## src/core/ccu_pkg.sv

```systemverilog
// package: register map, field layout and constants of the camera capture unit
package ccu_pkg;
  localparam logic [7:0] CCU_CTRL_OFS = 8'h00;
  localparam logic [7:0] CCU_EVENT_STATUS_OFS = 8'h08;
  localparam logic [7:0] CCU_IRQ_ENABLE_OFS = 8'h0c;
  localparam logic [7:0] CCU_IRQ_FLAGS_OFS = 8'h10;
  localparam logic [7:0] CCU_FLAG_CLEAR_OFS = 8'h14;
  localparam logic [7:0] CCU_SYNC_CODES_OFS = 8'h18;
  localparam logic [7:0] CCU_SYNC_MASK_OFS = 8'h1c;
  localparam logic [7:0] CCU_CROP_START_OFS = 8'h20;
  localparam logic [7:0] CCU_CROP_SIZE_OFS = 8'h24;
  localparam logic [7:0] CCU_PIXEL_WORD_OFS = 8'h28;
  localparam int CCU_FRAME_DONE_BIT = 0;
  localparam int CCU_OVERRUN_BIT = 1;
  localparam int CCU_SYNC_ERROR_BIT = 2;
  localparam int CCU_VBLANK_BIT = 3;
  localparam int CCU_LINE_DONE_BIT = 4;
  localparam int CCU_NFLAGS = 5;
  localparam int CCU_CODE_FS_LSB = 0;
  localparam int CCU_CODE_LS_LSB = 8;
  localparam int CCU_CODE_LE_LSB = 16;
  localparam int CCU_CODE_FE_LSB = 24;
  localparam int CCU_ROW_LSB = 16;
  localparam int CCU_ROW_START_W = 13;
  localparam int CCU_COL_W = 14;
  localparam int CCU_ROW_SIZE_W = 14;
  localparam int CCU_CTRL_CAPTURE_BIT = 0;
  localparam int CCU_CTRL_CROP_BIT = 1;
  localparam int CCU_CTRL_ESM_BIT = 2;
  localparam logic [31:0] CCU_RESET_WORD = 32'h0000_0000;
  localparam logic [7:0] CCU_SYNC_B0 = 8'hff;
  localparam logic [7:0] CCU_SYNC_B1 = 8'h00;
  localparam logic [1:0] CCU_RESP_OKAY = 2'b00;
  localparam logic [1:0] CCU_RESP_SLVERR = 2'b10;
  typedef enum logic [1:0] {
    CCU_SY_IDLE,
    CCU_SY_FF,
    CCU_SY_Z1,
    CCU_SY_Z2
  } ccu_sync_t;
endpackage

```

## src/core/ccu_capture_regs.sv

```systemverilog
// camera capture unit: status/irq/sync/crop registers over axi4-lite, pixel side
`timescale 1ns/1ns
// Summary of operation
// - line done sets status bit 4, sticky
// - vertical blanking sets status bit 3
// - sync decode error sets status bit 2
// - word push while fifo full sets bit 1
// - frame done sets status bit 0
// - five enables gate flags, same positions
// - read-only irq flags equal flag and enable
// - write one clears flag and irq flag
// - four 8-bit sync codes in byte lanes
// - per-code unmask bits select compared bits
// - 13-bit row start, zero first line
// - 14-bit column start, zero first clock
// - row size field holds lines minus one
// - column size field holds width minus one
// - word access; byte 0 earliest pixel
// - any enabled flag drives the interrupt
// - sync code is ff 00 00 code
// - only pixels inside crop window kept
module ccu_capture_regs
  import ccu_pkg::*;
(
  input wire logic clock_in,
  input wire logic reset_in,
  input wire logic [7:0] s_axi_awaddr_in,
  input wire logic s_axi_awvalid_in,
  output logic s_axi_awready_out,
  input wire logic [31:0] s_axi_wdata_in,
  input wire logic [3:0] s_axi_wstrb_in,
  input wire logic s_axi_wvalid_in,
  output logic s_axi_wready_out,
  output logic [1:0] s_axi_bresp_out,
  output logic s_axi_bvalid_out,
  input wire logic s_axi_bready_in,
  input wire logic [7:0] s_axi_araddr_in,
  input wire logic s_axi_arvalid_in,
  output logic s_axi_arready_out,
  output logic [31:0] s_axi_rdata_out,
  output logic [1:0] s_axi_rresp_out,
  output logic s_axi_rvalid_out,
  input wire logic s_axi_rready_in,
  input wire logic pix_clk_in,
  input wire logic [7:0] pix_data_in,
  input wire logic hsync_in,
  input wire logic vsync_in,
  input wire logic fifo_full_in,
  output logic [31:0] fifo_word_out,
  output logic fifo_push_out,
  output logic irq_out
);
  // two-stage synchronisers for all pin-side inputs
  logic [11:0] pin_s1_r;
  logic [11:0] pin_s2_r;
  logic pclk_d_r;
  logic hs_d_r;
  logic vs_d_r;

  logic [31:0] ctrl_r;
  logic [4:0] status_r;
  logic [4:0] irq_en_r;
  logic [31:0] sync_codes_r;
  logic [31:0] sync_mask_r;
  logic [31:0] crop_start_r;
  logic [31:0] crop_size_r;
  logic [31:0] pixel_word_r;

  logic aw_held_r;
  logic w_held_r;
  logic [7:0] awaddr_r;
  logic [31:0] wdata_r;
  logic [3:0] wstrb_r;
  logic bvalid_r;
  logic [1:0] bresp_r;
  logic rvalid_r;
  logic [31:0] rdata_r;
  logic [1:0] rresp_r;

  logic [13:0] col_r;
  logic [13:0] row_r;
  logic [1:0] byte_idx_r;
  logic [31:0] pack_r;
  logic push_r;
  logic [31:0] push_word_r;
  logic line_active_r;
  ccu_sync_t sync_st_r;
  ccu_sync_t sync_st_nxt;

  // pin sampling; pclk edge detected in system clock
  always_ff @(posedge clock_in or posedge reset_in) begin
    if (reset_in) begin
      pin_s1_r <= 12'h000;
      pin_s2_r <= 12'h000;
      pclk_d_r <= 1'b0;
      hs_d_r <= 1'b0;
      vs_d_r <= 1'b0;
    end else begin
      pin_s1_r <= {vsync_in, hsync_in, pix_clk_in, fifo_full_in, pix_data_in};
      pin_s2_r <= pin_s1_r;
      pclk_d_r <= pin_s2_r[9];
      hs_d_r <= pin_s2_r[10];
      vs_d_r <= pin_s2_r[11];
    end
  end

  wire logic [7:0] pdata = pin_s2_r[7:0];
  wire logic pfull = pin_s2_r[8];
  wire logic pclk_rise = pin_s2_r[9] & ~pclk_d_r;
  wire logic hs_now = pin_s2_r[10];
  wire logic vs_now = pin_s2_r[11];
  wire logic capture_on = ctrl_r[CCU_CTRL_CAPTURE_BIT];
  wire logic crop_on = ctrl_r[CCU_CTRL_CROP_BIT];
  wire logic esm_on = ctrl_r[CCU_CTRL_ESM_BIT];

  // compare only unmasked bits of a received code byte
  function automatic logic code_hit(input logic [7:0] rx, input logic [7:0] code,
                                    input logic [7:0] mask);
    code_hit = ((rx ^ code) & mask) == 8'h00;
  endfunction

  // embedded sync: ff 00 00 then code byte
  wire logic code_slot = pclk_rise & (sync_st_r == CCU_SY_Z2);
  wire logic hit_fs = code_slot & code_hit(pdata, sync_codes_r[CCU_CODE_FS_LSB +: 8],
                                           sync_mask_r[CCU_CODE_FS_LSB +: 8]);
  wire logic hit_ls = code_slot & code_hit(pdata, sync_codes_r[CCU_CODE_LS_LSB +: 8],
                                           sync_mask_r[CCU_CODE_LS_LSB +: 8]);
  wire logic hit_le = code_slot & code_hit(pdata, sync_codes_r[CCU_CODE_LE_LSB +: 8],
                                           sync_mask_r[CCU_CODE_LE_LSB +: 8]);
  wire logic hit_fe = code_slot & code_hit(pdata, sync_codes_r[CCU_CODE_FE_LSB +: 8],
                                           sync_mask_r[CCU_CODE_FE_LSB +: 8]);
  wire logic sync_bad = esm_on & code_slot & ~(hit_fs | hit_ls | hit_le | hit_fe);

  always_comb begin
    sync_st_nxt = sync_st_r;
    if (pclk_rise) begin
      case (sync_st_r)
        CCU_SY_IDLE: sync_st_nxt = (pdata == CCU_SYNC_B0) ? CCU_SY_FF : CCU_SY_IDLE;
        CCU_SY_FF: sync_st_nxt = (pdata == CCU_SYNC_B1) ? CCU_SY_Z1 : CCU_SY_IDLE;
        CCU_SY_Z1: sync_st_nxt = (pdata == CCU_SYNC_B1) ? CCU_SY_Z2 : CCU_SY_IDLE;
        CCU_SY_Z2: sync_st_nxt = CCU_SY_IDLE;
        default: sync_st_nxt = CCU_SY_IDLE;
      endcase
    end
    if (!esm_on) begin
      sync_st_nxt = CCU_SY_IDLE;
    end
  end

  // line and frame boundaries from pins or from codes
  wire logic line_start = esm_on ? hit_ls : (hs_now & ~hs_d_r);
  wire logic line_end = esm_on ? hit_le : (~hs_now & hs_d_r);
  wire logic frame_start = esm_on ? hit_fs : (~vs_now & vs_d_r);
  wire logic frame_end = esm_on ? hit_fe : (vs_now & ~vs_d_r);
  wire logic in_code = esm_on & ((sync_st_r != CCU_SY_IDLE) | (pdata == CCU_SYNC_B0));
  wire logic pix_valid = pclk_rise & line_active_r & ~in_code & capture_on;

  // crop window: start position plus size-minus-one
  wire logic [13:0] row_lo = {1'b0, crop_start_r[CCU_ROW_LSB +: CCU_ROW_START_W]};
  wire logic [13:0] col_lo = crop_start_r[CCU_COL_W-1:0];
  wire logic [14:0] row_hi = 15'(row_lo) + 15'(crop_size_r[CCU_ROW_LSB +: CCU_ROW_SIZE_W]);
  wire logic [14:0] col_hi = 15'(col_lo) + 15'(crop_size_r[CCU_COL_W-1:0]);
  wire logic in_win = (row_r >= row_lo) & (15'(row_r) <= row_hi) &
                      (col_r >= col_lo) & (15'(col_r) <= col_hi);
  wire logic keep_pix = pix_valid & (~crop_on | in_win);
  wire logic word_full = keep_pix & (byte_idx_r == 2'd3);
  wire logic want_push = word_full | (line_end & (byte_idx_r != 2'd0) & capture_on);
  wire logic [31:0] pack_next = pack_r | (32'(pdata) << {byte_idx_r, 3'b000});

  always_ff @(posedge clock_in or posedge reset_in) begin
    if (reset_in) begin
      sync_st_r <= CCU_SY_IDLE;
      line_active_r <= 1'b0;
      col_r <= 14'h0000;
      row_r <= 14'h0000;
    end else begin
      sync_st_r <= sync_st_nxt;
      if (line_start) begin
        line_active_r <= 1'b1;
      end else if (line_end | frame_end) begin
        line_active_r <= 1'b0;
      end
      if (line_start) begin
        col_r <= 14'h0000;
      end else if (pix_valid) begin
        col_r <= col_r + 14'h0001;
      end
      if (frame_start) begin
        row_r <= 14'h0000;
      end else if (line_end & line_active_r) begin
        row_r <= row_r + 14'h0001;
      end
    end
  end

  // byte packing, earliest pixel in the low lane
  always_ff @(posedge clock_in or posedge reset_in) begin
    if (reset_in) begin
      byte_idx_r <= 2'd0;
      pack_r <= CCU_RESET_WORD;
      push_r <= 1'b0;
      push_word_r <= CCU_RESET_WORD;
    end else begin
      push_r <= want_push & ~pfull;
      // a refused word is dropped, so the output word only moves with a push
      if (want_push & ~pfull) begin
        push_word_r <= word_full ? pack_next : pack_r;
      end
      if (want_push) begin
        byte_idx_r <= 2'd0;
        pack_r <= CCU_RESET_WORD;
      end else if (keep_pix) begin
        byte_idx_r <= byte_idx_r + 2'd1;
        pack_r <= pack_next;
      end
    end
  end

  // axi4-lite write path: address and data accepted in either order
  // take only on a real valid and ready handshake, never before ready rises
  wire logic aw_take = s_axi_awvalid_in & s_axi_awready_out;
  wire logic w_take = s_axi_wvalid_in & s_axi_wready_out;
  wire logic aw_have = aw_held_r | aw_take;
  wire logic w_have = w_held_r | w_take;
  wire logic wr_fire = aw_have & w_have & ~bvalid_r;
  wire logic [7:0] wr_addr = aw_held_r ? awaddr_r : s_axi_awaddr_in;
  wire logic [31:0] wr_data = w_held_r ? wdata_r : s_axi_wdata_in;
  wire logic [3:0] wr_strb = w_held_r ? wstrb_r : s_axi_wstrb_in;
  wire logic wr_full = wr_strb == 4'hf;
  wire logic wr_ok = wr_fire & wr_full;
  wire logic wr_map = (wr_addr == CCU_CTRL_OFS) | (wr_addr == CCU_IRQ_ENABLE_OFS) |
                      (wr_addr == CCU_FLAG_CLEAR_OFS) | (wr_addr == CCU_SYNC_CODES_OFS) |
                      (wr_addr == CCU_SYNC_MASK_OFS) | (wr_addr == CCU_CROP_START_OFS) |
                      (wr_addr == CCU_CROP_SIZE_OFS);
  wire logic [4:0] clr_bits = (wr_ok & (wr_addr == CCU_FLAG_CLEAR_OFS)) ?
                              wr_data[CCU_NFLAGS-1:0] : 5'h00;

  // hardware events; set wins over a simultaneous clear
  wire logic [4:0] set_bits = {line_end & line_active_r & capture_on,
                               frame_end & capture_on,
                               sync_bad,
                               want_push & pfull,
                               frame_end & capture_on & (row_r != 14'h0000)};
  wire logic [4:0] status_nxt = set_bits | (status_r & ~clr_bits);
  wire logic [4:0] irq_flags = status_r & irq_en_r;

  always_ff @(posedge clock_in or posedge reset_in) begin
    if (reset_in) begin
      aw_held_r <= 1'b0;
      w_held_r <= 1'b0;
      awaddr_r <= 8'h00;
      wdata_r <= CCU_RESET_WORD;
      wstrb_r <= 4'h0;
      bvalid_r <= 1'b0;
      bresp_r <= CCU_RESP_OKAY;
    end else begin
      if (wr_fire) begin
        aw_held_r <= 1'b0;
        w_held_r <= 1'b0;
        bvalid_r <= 1'b1;
        bresp_r <= (wr_map & wr_full) ? CCU_RESP_OKAY : CCU_RESP_SLVERR;
      end else begin
        if (aw_take) begin
          aw_held_r <= 1'b1;
          awaddr_r <= s_axi_awaddr_in;
        end
        if (w_take) begin
          w_held_r <= 1'b1;
          wdata_r <= s_axi_wdata_in;
          wstrb_r <= s_axi_wstrb_in;
        end
        if (bvalid_r & s_axi_bready_in) begin
          bvalid_r <= 1'b0;
        end
      end
    end
  end

  // register storage; reserved bits kept at zero
  always_ff @(posedge clock_in or posedge reset_in) begin
    if (reset_in) begin
      ctrl_r <= CCU_RESET_WORD;
      status_r <= 5'h00;
      irq_en_r <= 5'h00;
      sync_codes_r <= CCU_RESET_WORD;
      sync_mask_r <= CCU_RESET_WORD;
      crop_start_r <= CCU_RESET_WORD;
      crop_size_r <= CCU_RESET_WORD;
      pixel_word_r <= CCU_RESET_WORD;
    end else begin
      status_r <= status_nxt;
      if (want_push & ~pfull) begin
        pixel_word_r <= word_full ? pack_next : pack_r;
      end
      if (wr_ok & (wr_addr == CCU_CTRL_OFS)) begin
        ctrl_r <= {29'h0, wr_data[2:0]};
      end
      if (wr_ok & (wr_addr == CCU_IRQ_ENABLE_OFS)) begin
        irq_en_r <= wr_data[CCU_NFLAGS-1:0];
      end
      if (wr_ok & (wr_addr == CCU_SYNC_CODES_OFS)) begin
        sync_codes_r <= wr_data;
      end
      if (wr_ok & (wr_addr == CCU_SYNC_MASK_OFS)) begin
        sync_mask_r <= wr_data;
      end
      if (wr_ok & (wr_addr == CCU_CROP_START_OFS)) begin
        crop_start_r <= wr_data & 32'h1fff_3fff;
      end
      if (wr_ok & (wr_addr == CCU_CROP_SIZE_OFS)) begin
        crop_size_r <= wr_data & 32'h3fff_3fff;
      end
    end
  end

  // axi4-lite read path, one read at a time
  wire logic ar_take = s_axi_arvalid_in & s_axi_arready_out;
  logic [31:0] rd_mux;
  logic rd_hit;
  always_comb begin
    rd_mux = CCU_RESET_WORD;
    rd_hit = 1'b1;
    case (s_axi_araddr_in)
      CCU_CTRL_OFS: rd_mux = ctrl_r;
      CCU_EVENT_STATUS_OFS: rd_mux = {27'h0, status_r};
      CCU_IRQ_ENABLE_OFS: rd_mux = {27'h0, irq_en_r};
      CCU_IRQ_FLAGS_OFS: rd_mux = {27'h0, irq_flags};
      CCU_FLAG_CLEAR_OFS: rd_mux = CCU_RESET_WORD;
      CCU_SYNC_CODES_OFS: rd_mux = sync_codes_r;
      CCU_SYNC_MASK_OFS: rd_mux = sync_mask_r;
      CCU_CROP_START_OFS: rd_mux = crop_start_r;
      CCU_CROP_SIZE_OFS: rd_mux = crop_size_r;
      CCU_PIXEL_WORD_OFS: rd_mux = pixel_word_r;
      default: rd_hit = 1'b0;
    endcase
  end

  always_ff @(posedge clock_in or posedge reset_in) begin
    if (reset_in) begin
      rvalid_r <= 1'b0;
      rdata_r <= CCU_RESET_WORD;
      rresp_r <= CCU_RESP_OKAY;
    end else if (ar_take) begin
      rvalid_r <= 1'b1;
      rdata_r <= rd_mux;
      rresp_r <= rd_hit ? CCU_RESP_OKAY : CCU_RESP_SLVERR;
    end else if (rvalid_r & s_axi_rready_in) begin
      rvalid_r <= 1'b0;
    end
  end

  // ready outputs registered: high whenever a new item may be taken next cycle
  logic awready_r;
  logic wready_r;
  logic arready_r;
  logic irq_r;
  always_ff @(posedge clock_in or posedge reset_in) begin
    if (reset_in) begin
      awready_r <= 1'b0;
      wready_r <= 1'b0;
      arready_r <= 1'b0;
      irq_r <= 1'b0;
    end else begin
      awready_r <= 1'b1;
      wready_r <= 1'b1;
      arready_r <= 1'b1;
      irq_r <= |(status_nxt & irq_en_r);
    end
  end

  // ready is qualified by held state so an item is never taken twice
  assign s_axi_awready_out = awready_r & ~aw_held_r & ~bvalid_r;
  assign s_axi_wready_out = wready_r & ~w_held_r & ~bvalid_r;
  assign s_axi_arready_out = arready_r & ~rvalid_r;
  assign s_axi_bvalid_out = bvalid_r;
  assign s_axi_bresp_out = bresp_r;
  assign s_axi_rvalid_out = rvalid_r;
  assign s_axi_rdata_out = rdata_r;
  assign s_axi_rresp_out = rresp_r;
  assign fifo_word_out = push_word_r;
  assign fifo_push_out = push_r;
  assign irq_out = irq_r;
endmodule

```

## config.mk

```make
export PLATFORM = sky130hd
export DESIGN_NAME = ccu_capture_regs
export DESIGN_NICKNAME = d
export VERILOG_FILES = /design/src/core/ccu_pkg.sv /design/src/core/ccu_capture_regs.sv
export SDC_FILE = /design/constraint.sdc
export NUM_CORES = 1
export LEC_CHECK = 0
export ABC_CLOCK_PERIOD_IN_PS = 9500
export BUFFER_PORTS_ARGS = -buffer_cell sky130_fd_sc_hd__buf_4
export CORE_ASPECT_RATIO = 0.9
export CORE_MARGIN = 1
export CORE_UTILIZATION = 55
export DETAILED_ROUTE_END_ITERATION = 16
export GPL_TIMING_DRIVEN = 0
export HOLD_SLACK_MARGIN = 0.15
export PLACE_DENSITY_LB_ADDON = 0.3
export SYNTH_ARGS = -nofsm -noshare
export SYNTH_HDL_FRONTEND = slang
export SYNTH_SLANG_ARGS = --single-unit
```

## constraint.sdc

```tcl
create_clock -name clock_in -period 9.5 [get_ports clock_in]
set_input_delay 0.475 -clock clock_in [delete_from_list [all_inputs] [get_ports clock_in]]
set_output_delay 0.475 -clock clock_in [all_outputs]
set_load 0.05 [all_outputs]
```

# Yosys cells after proc, flatten, opt, wreduce, memory -nomap -nowiden
# Index checks and enable logic that the tools add are counted.
[word_totals] out_inout_bits=75 regBits=343
[classes] add_sub_neg=5 n_shift=1 reduce_logical=23 eq_ne=22 mux=37 bitwise=93 magnitude_cmp=4
[op_table] cell="$pmux 32 s9" n=1
[op_table] cell="$mux 32" n=4
[op_table] cell="$eq 8x5->1 const B" n=7
[op_table] cell="$logic_not 8->1" n=7
[op_table] cell="$mux 14" n=4
[op_table] cell="$and 1x1->1" n=50
[op_table] cell="$eq 8x6->1 const B" n=5
[op_table] cell="$and 8x8->8" n=4
[op_table] cell="$or 32x32->32" n=1
[op_table] cell="$shl 8x5->32" n=1
[op_table] cell="$xor 8x8->8" n=4
[op_table] cell="$le 14x15->1" n=2
[op_table] cell="$add 14x1->14 const B" n=2
[op_table] cell="$eq 8x4->1 const B" n=3
[op_table] cell="$reduce_bool 2->1" n=10
[op_table] cell="$mux 1" n=16
[op_table] cell="$mux 2" n=8
[op_table] cell="$add 13x14->15" n=1
[op_table] cell="$add 14x14->15" n=1
[op_table] cell="$and 5x5->5" n=3
[op_table] cell="$or 1x1->1" n=15
[op_table] cell="$ge 14x13->1" n=1
[op_table] cell="$ge 14x14->1" n=1
[op_table] cell="$not 1->1" n=14
[op_table] cell="other kinds (17)" n=20

# Longest topological paths before layout
[depth] depth_word=15 ltp_mapped=22 ltp_nobuf=20

# Worst setup path before layout
# No wires, ideal clock.
[synth_path] path_type="reg-to-reg" from="register crop_start_r[1]" to="register pixel_word_r[31]" path_stages_with_launch=19 path_buffers=1 setup_slack_ns=5.017 t_arrival_ns=4.355 t_required_ns=9.373 path_cell_list="dfrtp_1 > ha_1 > a21o_1 > a21oi_1 > o21bai_1 > a221o_1 > a2111oi_0 > o21bai_1 > a21oi_1 > xor2_1 > ha_1 > nand3_1 > nor4_1 > a211oi_2 > a221oi_1 > a31oi_4 > nor2_4 > buf_4 > mux2_1"
[synth_between] elab_chain_cells=8 elab_cells_between_ends=11 classes_between="add/sub: 1; order compare: 2; mux: 1; bitwise: 7"
[synth_rtl] element="start, declared" line="ccu_capture_regs.sv:65" source="logic [31:0] crop_start_r;"
[synth_rtl] element="start signal, assigned" line="ccu_capture_regs.sv:308" source="crop_start_r <= wr_data & 32'h1fff_3fff;"
[synth_rtl] element="$add 14x14->15 / $ge 14x14->1 (equally long branches)" line="ccu_capture_regs.sv:162, ccu_capture_regs.sv:164"
[synth_rtl] element="$le 14x15->1 / $and 1x1->1 (equally long branches)" line="ccu_capture_regs.sv:164, ccu_capture_regs.sv:163"
[synth_rtl] element="$and 1x1->1 (*)" line="ccu_capture_regs.sv:164" source="(col_r >= col_lo) & (15'(col_r) <= col_hi);"
[synth_rtl] element="$or 1x1->1 (*)" line="ccu_capture_regs.sv:165" source="wire logic keep_pix = pix_valid & (~crop_on | in_win);"
[synth_rtl] element="$and 1x1->1 (*)" line="ccu_capture_regs.sv:165"
[synth_rtl] element="$and 1x1->1 (*)" line="ccu_capture_regs.sv:166" source="wire logic word_full = keep_pix & (byte_idx_r == 2'd3);"
[synth_rtl] element="$or 1x1->1" line="ccu_capture_regs.sv:167" source="wire logic want_push = word_full | (line_end & (byte_idx_r != 2'd0) & capture_on);"
[synth_rtl] element="$and 1x1->1" line="ccu_capture_regs.sv:292" source="if (want_push & ~pfull) begin"
[synth_rtl] element="end signal, assigned" line="ccu_capture_regs.sv:293" source="pixel_word_r <= word_full ? pack_next : pack_r;"
[synth_rtl] element="end, declared" line="ccu_capture_regs.sv:67" source="logic [31:0] pixel_word_r;"
# Mark *: on every way between the ends. The rest lies on a longest branch, timed or not.
# A chain may end at the register's enable or synchronous reset.

# Final worst setup path
# Same ends and word-level chain as after synthesis.

==> results.json <==
{
  "coreArea_um2": 31290,
  "drt.antenna.violating_nets": 0,
  "dp_hpwl_um": 42020,
  "place_area_um2": 19460,
  "crit_type": "register to register",
  "synth_compound_area_frac": 0.1902,
  "required_ns": 9.93,
  "dieArea_um2": 32880,
  "yosys-top-cells-count": "341 x dfrtp_1, 218 x nand2_1, 175 x o21ai_0",
  "firstDrtPassIters": 9,
  "layout_setup_ws_ns": 3.915,
  "synth_top_cell_by_area": "dfrtp_1",
  "cts_root_buffer": "clkbuf_16",
  "timing.final.hold_violations": 0,
  "end_kind": "register",
  "fmax_mhz": 179.1,
  "max-vdd-ir-drop_mv": 0.1679,
  "skew_ns": 0.01133,
  "grt_usage": 0.3485,
  "route.detailed.drc": 0,
  "rows": 61,
  "syn2layout_area_growth_pct": 17.84,
  "hold_class": "input pin to register",
  "setup_violations": 0,
  "drive_above_1_share": 0.1490,
  "period_needed_ns": 5.585,
  "via_per_inst": 6.360,
  "post-place-ws_ns": 3.986,
  "fin_util": 0.6661,
  "die_y_um": 172.1,
  "finalWirelength_um": 55780,
  "drtIter0Drc": 1647,
  "startpoint": "crop_start_r[1]$_DFFE_PP0P_",
  "yosys_warnings": 0,
  "cap_violations": 0,
  "synth_edf_count": 0,
  "ios": 146,
  "antenna_found_initial": 2,
  "synthCells": 1762,
  "hold-worst-slack_ns": 0.1639,
  "grt-ovfl-total": 0,
  "grt_first_pass_wirelength_um": 86250,
  "crit_slowest_cell": "a221oi_1",
  "worstPathArrival_ns": 6.02,
  "yosysTopAreaCellShare": 0.4825,
  "fin_nets": 2128,
  "cts_tree": "yes",
  "powerDensity_nw_per_um2": 178.0,
  "rsz0062_at_grt": "false",
  "synth.yosys.seq_area_share": 0.4825,
  "wl_per_cell_um": 23.21,
  "yosys.area_share.simple": 0.1293,
  "globalplace.congestion": 0.9403,
  "crit_path_start_kind": "register",
  "path_buf_inv": 1,
  "grt_start_max_net_pins": 45,
  "die_width_um": 191.0,
  "async_flop_share": 1.000,
  "cts-resized-gates": 0,
  "slew_viol_final": 0,
  "path_clk_slew_ns": 0.07,
  "crit_chain": "ha_1 > a21o_1 > a21oi_1 > o21bai_1 > a221o_1 > a2111oi_0 > o21bai_1 > a21oi_1 > xor2_1 > ha_1 > nand3_1 > nor4_1 > a211oi_2 > a221oi_1 > a31oi_4 > nor2_4 > buf_4 > mux2_1",
  "synth_cell_types": 78,
  "grt_pass1_vias": 14841,
  "p_total_mw": 3.711,
  "run_status": "complete, no violations",
  "yosys.area_share.adder": 0.06381,
  "hp-start": "s_axi_wdata_in[6]",
  "cts_buffers": 36,
  "slew_headroom": 0.2512,
  "synth_top_family_by_area": "compound AO/OA/AOI/OAI gates",
  "synth_mux_area_frac": 0.05794,
  "synth_area_leaders": "dfrtp_1 48%, ha_1 6.2%, o21ai_0 5.0%, nand2_1 4.6%, mux2_2 3.1%",
  "avgSynthCellArea_um2": 10.04,
  "fin_setup_tns_ns": 0,
  "initial_core_util": 0.5652,
  "cts_buffer_depth": 3,
  "post-route-period-util": 0.5879,
  "io_buffer_count": 143,
  "synth_ff_type": "dfrtp_1",
  "leakagePower_nw": 9.650,
  "worstReg2RegStart": "crop_start_r[1]$_DFFE_PP0P_",
  "tightest_slew_ns": 1.092,
  "synth-xor-area-share": 0.03862,
  "final_area_um2": 20840,
  "fillers": 2473,
  "synth.cell_area_um2": 17690,
  "vias": 15282,
  "cpPeakStageDelay_ns": 0.69,
  "clk_latency_ns": 0.55,
  "cts.sinks": 341,
  "synth_most_common_cell": "dfrtp_1",
  "crit_fanout": 10,
  "final_cells": 2403,
  "ys_ff_latch": 341,
  "dp_cells": 2324,
  "htree_levels": 2,
  "path_delay_family": "compound AO/OA/AOI/OAI gates"
}
-- kinds of logic (layout without fill, tap and decap cells) --
family          Yosys count  count (layout)
compound gates          504             504
simple gates            488             488
flops                   341             341
buf+inv                 165             395
mux                      95              95
fa+ha+maj                89              89
xor+xnor                 78              78
other cells               2               4
-- where the power goes --
group,total (mW),internal (mW),switching [mW],leakage [nW]
sequential,1.64,1.57,0.0719,4.58
clock,1.48,0.867,0.609,0.617
combinational,0.595,0.228,0.367,4.45
total,3.71,2.66,1.05,9.65
-- metal layers --
metal | up-vias | track usage | share of wire
met4 | 0 | 0.1388 | 0.036
met1 | 7460 | 0.4777 | 0.41
met2 | 878 | 0.5395 | 0.45
met5 | - | 0 | 0
li1 | 6797 | - | -
met3 | 147 | 0.07591 | 0.10
-- registers in the layout, summed over array words and instances, names as in the netlist, 14 cells and up --
name / cells
crop_size_r: 28
crop_start_r: 27
s_axi_rdata_out: 32
sync_mask_r: 32
pixel_word_r: 32
sync_codes_r: 32
col_r: 14
row_r: 14
pack_r: 32
wdata_r: 32
-- cell usage in the layout, fill, tap and decap left out, types with 8 or more instances in the layout --
cell type / n
a21o_1: 38
a21oi_1: 70
a222oi_1: 30
a22oi_1: 47
a2bb2oi_1: 8
a31oi_1: 14
and3_1: 9
buf_12: 9
buf_2: 15
buf_4: 147
clkbuf_1: 79
clkbuf_16: 37
clkinv_2: 12
dfrtp_1: 341
dlygate4sd3_1: 14
ha_1: 87
inv_1: 66
mux2_1: 11
mux2_2: 48
mux2i_1: 36
nand2_1: 218
nand2b_1: 15
nand3_1: 29
nand4_1: 23
nor2_1: 79
nor3_1: 47
nor4b_1: 9
o21a_1: 33
o21ai_0: 175
o21bai_1: 8
o31ai_1: 21
o41ai_1: 10
or3_1: 14
xnor2_1: 19
xor2_1: 59
-- repair_timing --
| item | CTS | global route |
|---|---|---|
| endpoints found under the hold margin | 33 | 0 |
| buffers inserted | 0 | 0 |
| hold buffers | 14 | 0 |
-- worst paths after layout --
kind | end | slack [ns] | cells after the start
max reg2reg | pixel_word_r[31]$_DFFE_PP0P_ | 3.92 | 18
min in group asynchronous | irq_out$_DFF_PP0_ | 0.56 | 3
min | wdata_r[6]$_DFFE_PP0P_ | 0.16 | 2
max | pixel_word_r[31]$_DFFE_PP0P_ | 3.92 | 18
max in group asynchronous | pack_r[16]$_DFFE_PP0P_ | 7.57 | 7
min reg2reg | pin_s2_r[2]$_DFF_PP0_ | 0.35 | 0
-- final cells by class --
type / instances / area [um^2] / area share
well taps: 409 / 511.7 / 0.02455
multi-input cells: 1257 / 8503 / 0.4080
clock inverters: 19 / 227.7 / 0.01093
inverters: 67 / 255.2 / 0.01225
repair buffers: 167 / 1399 / 0.06711
clock buffers: 44 / 1002 / 0.04808
flip-flops and latches: 341 / 8533 / 0.4094
diodes: 1 / 2.502 / 0.0001201
plain buffers: 98 / 407.9 / 0.01957
No activity file was read; power rests on OpenSTA's default activity.
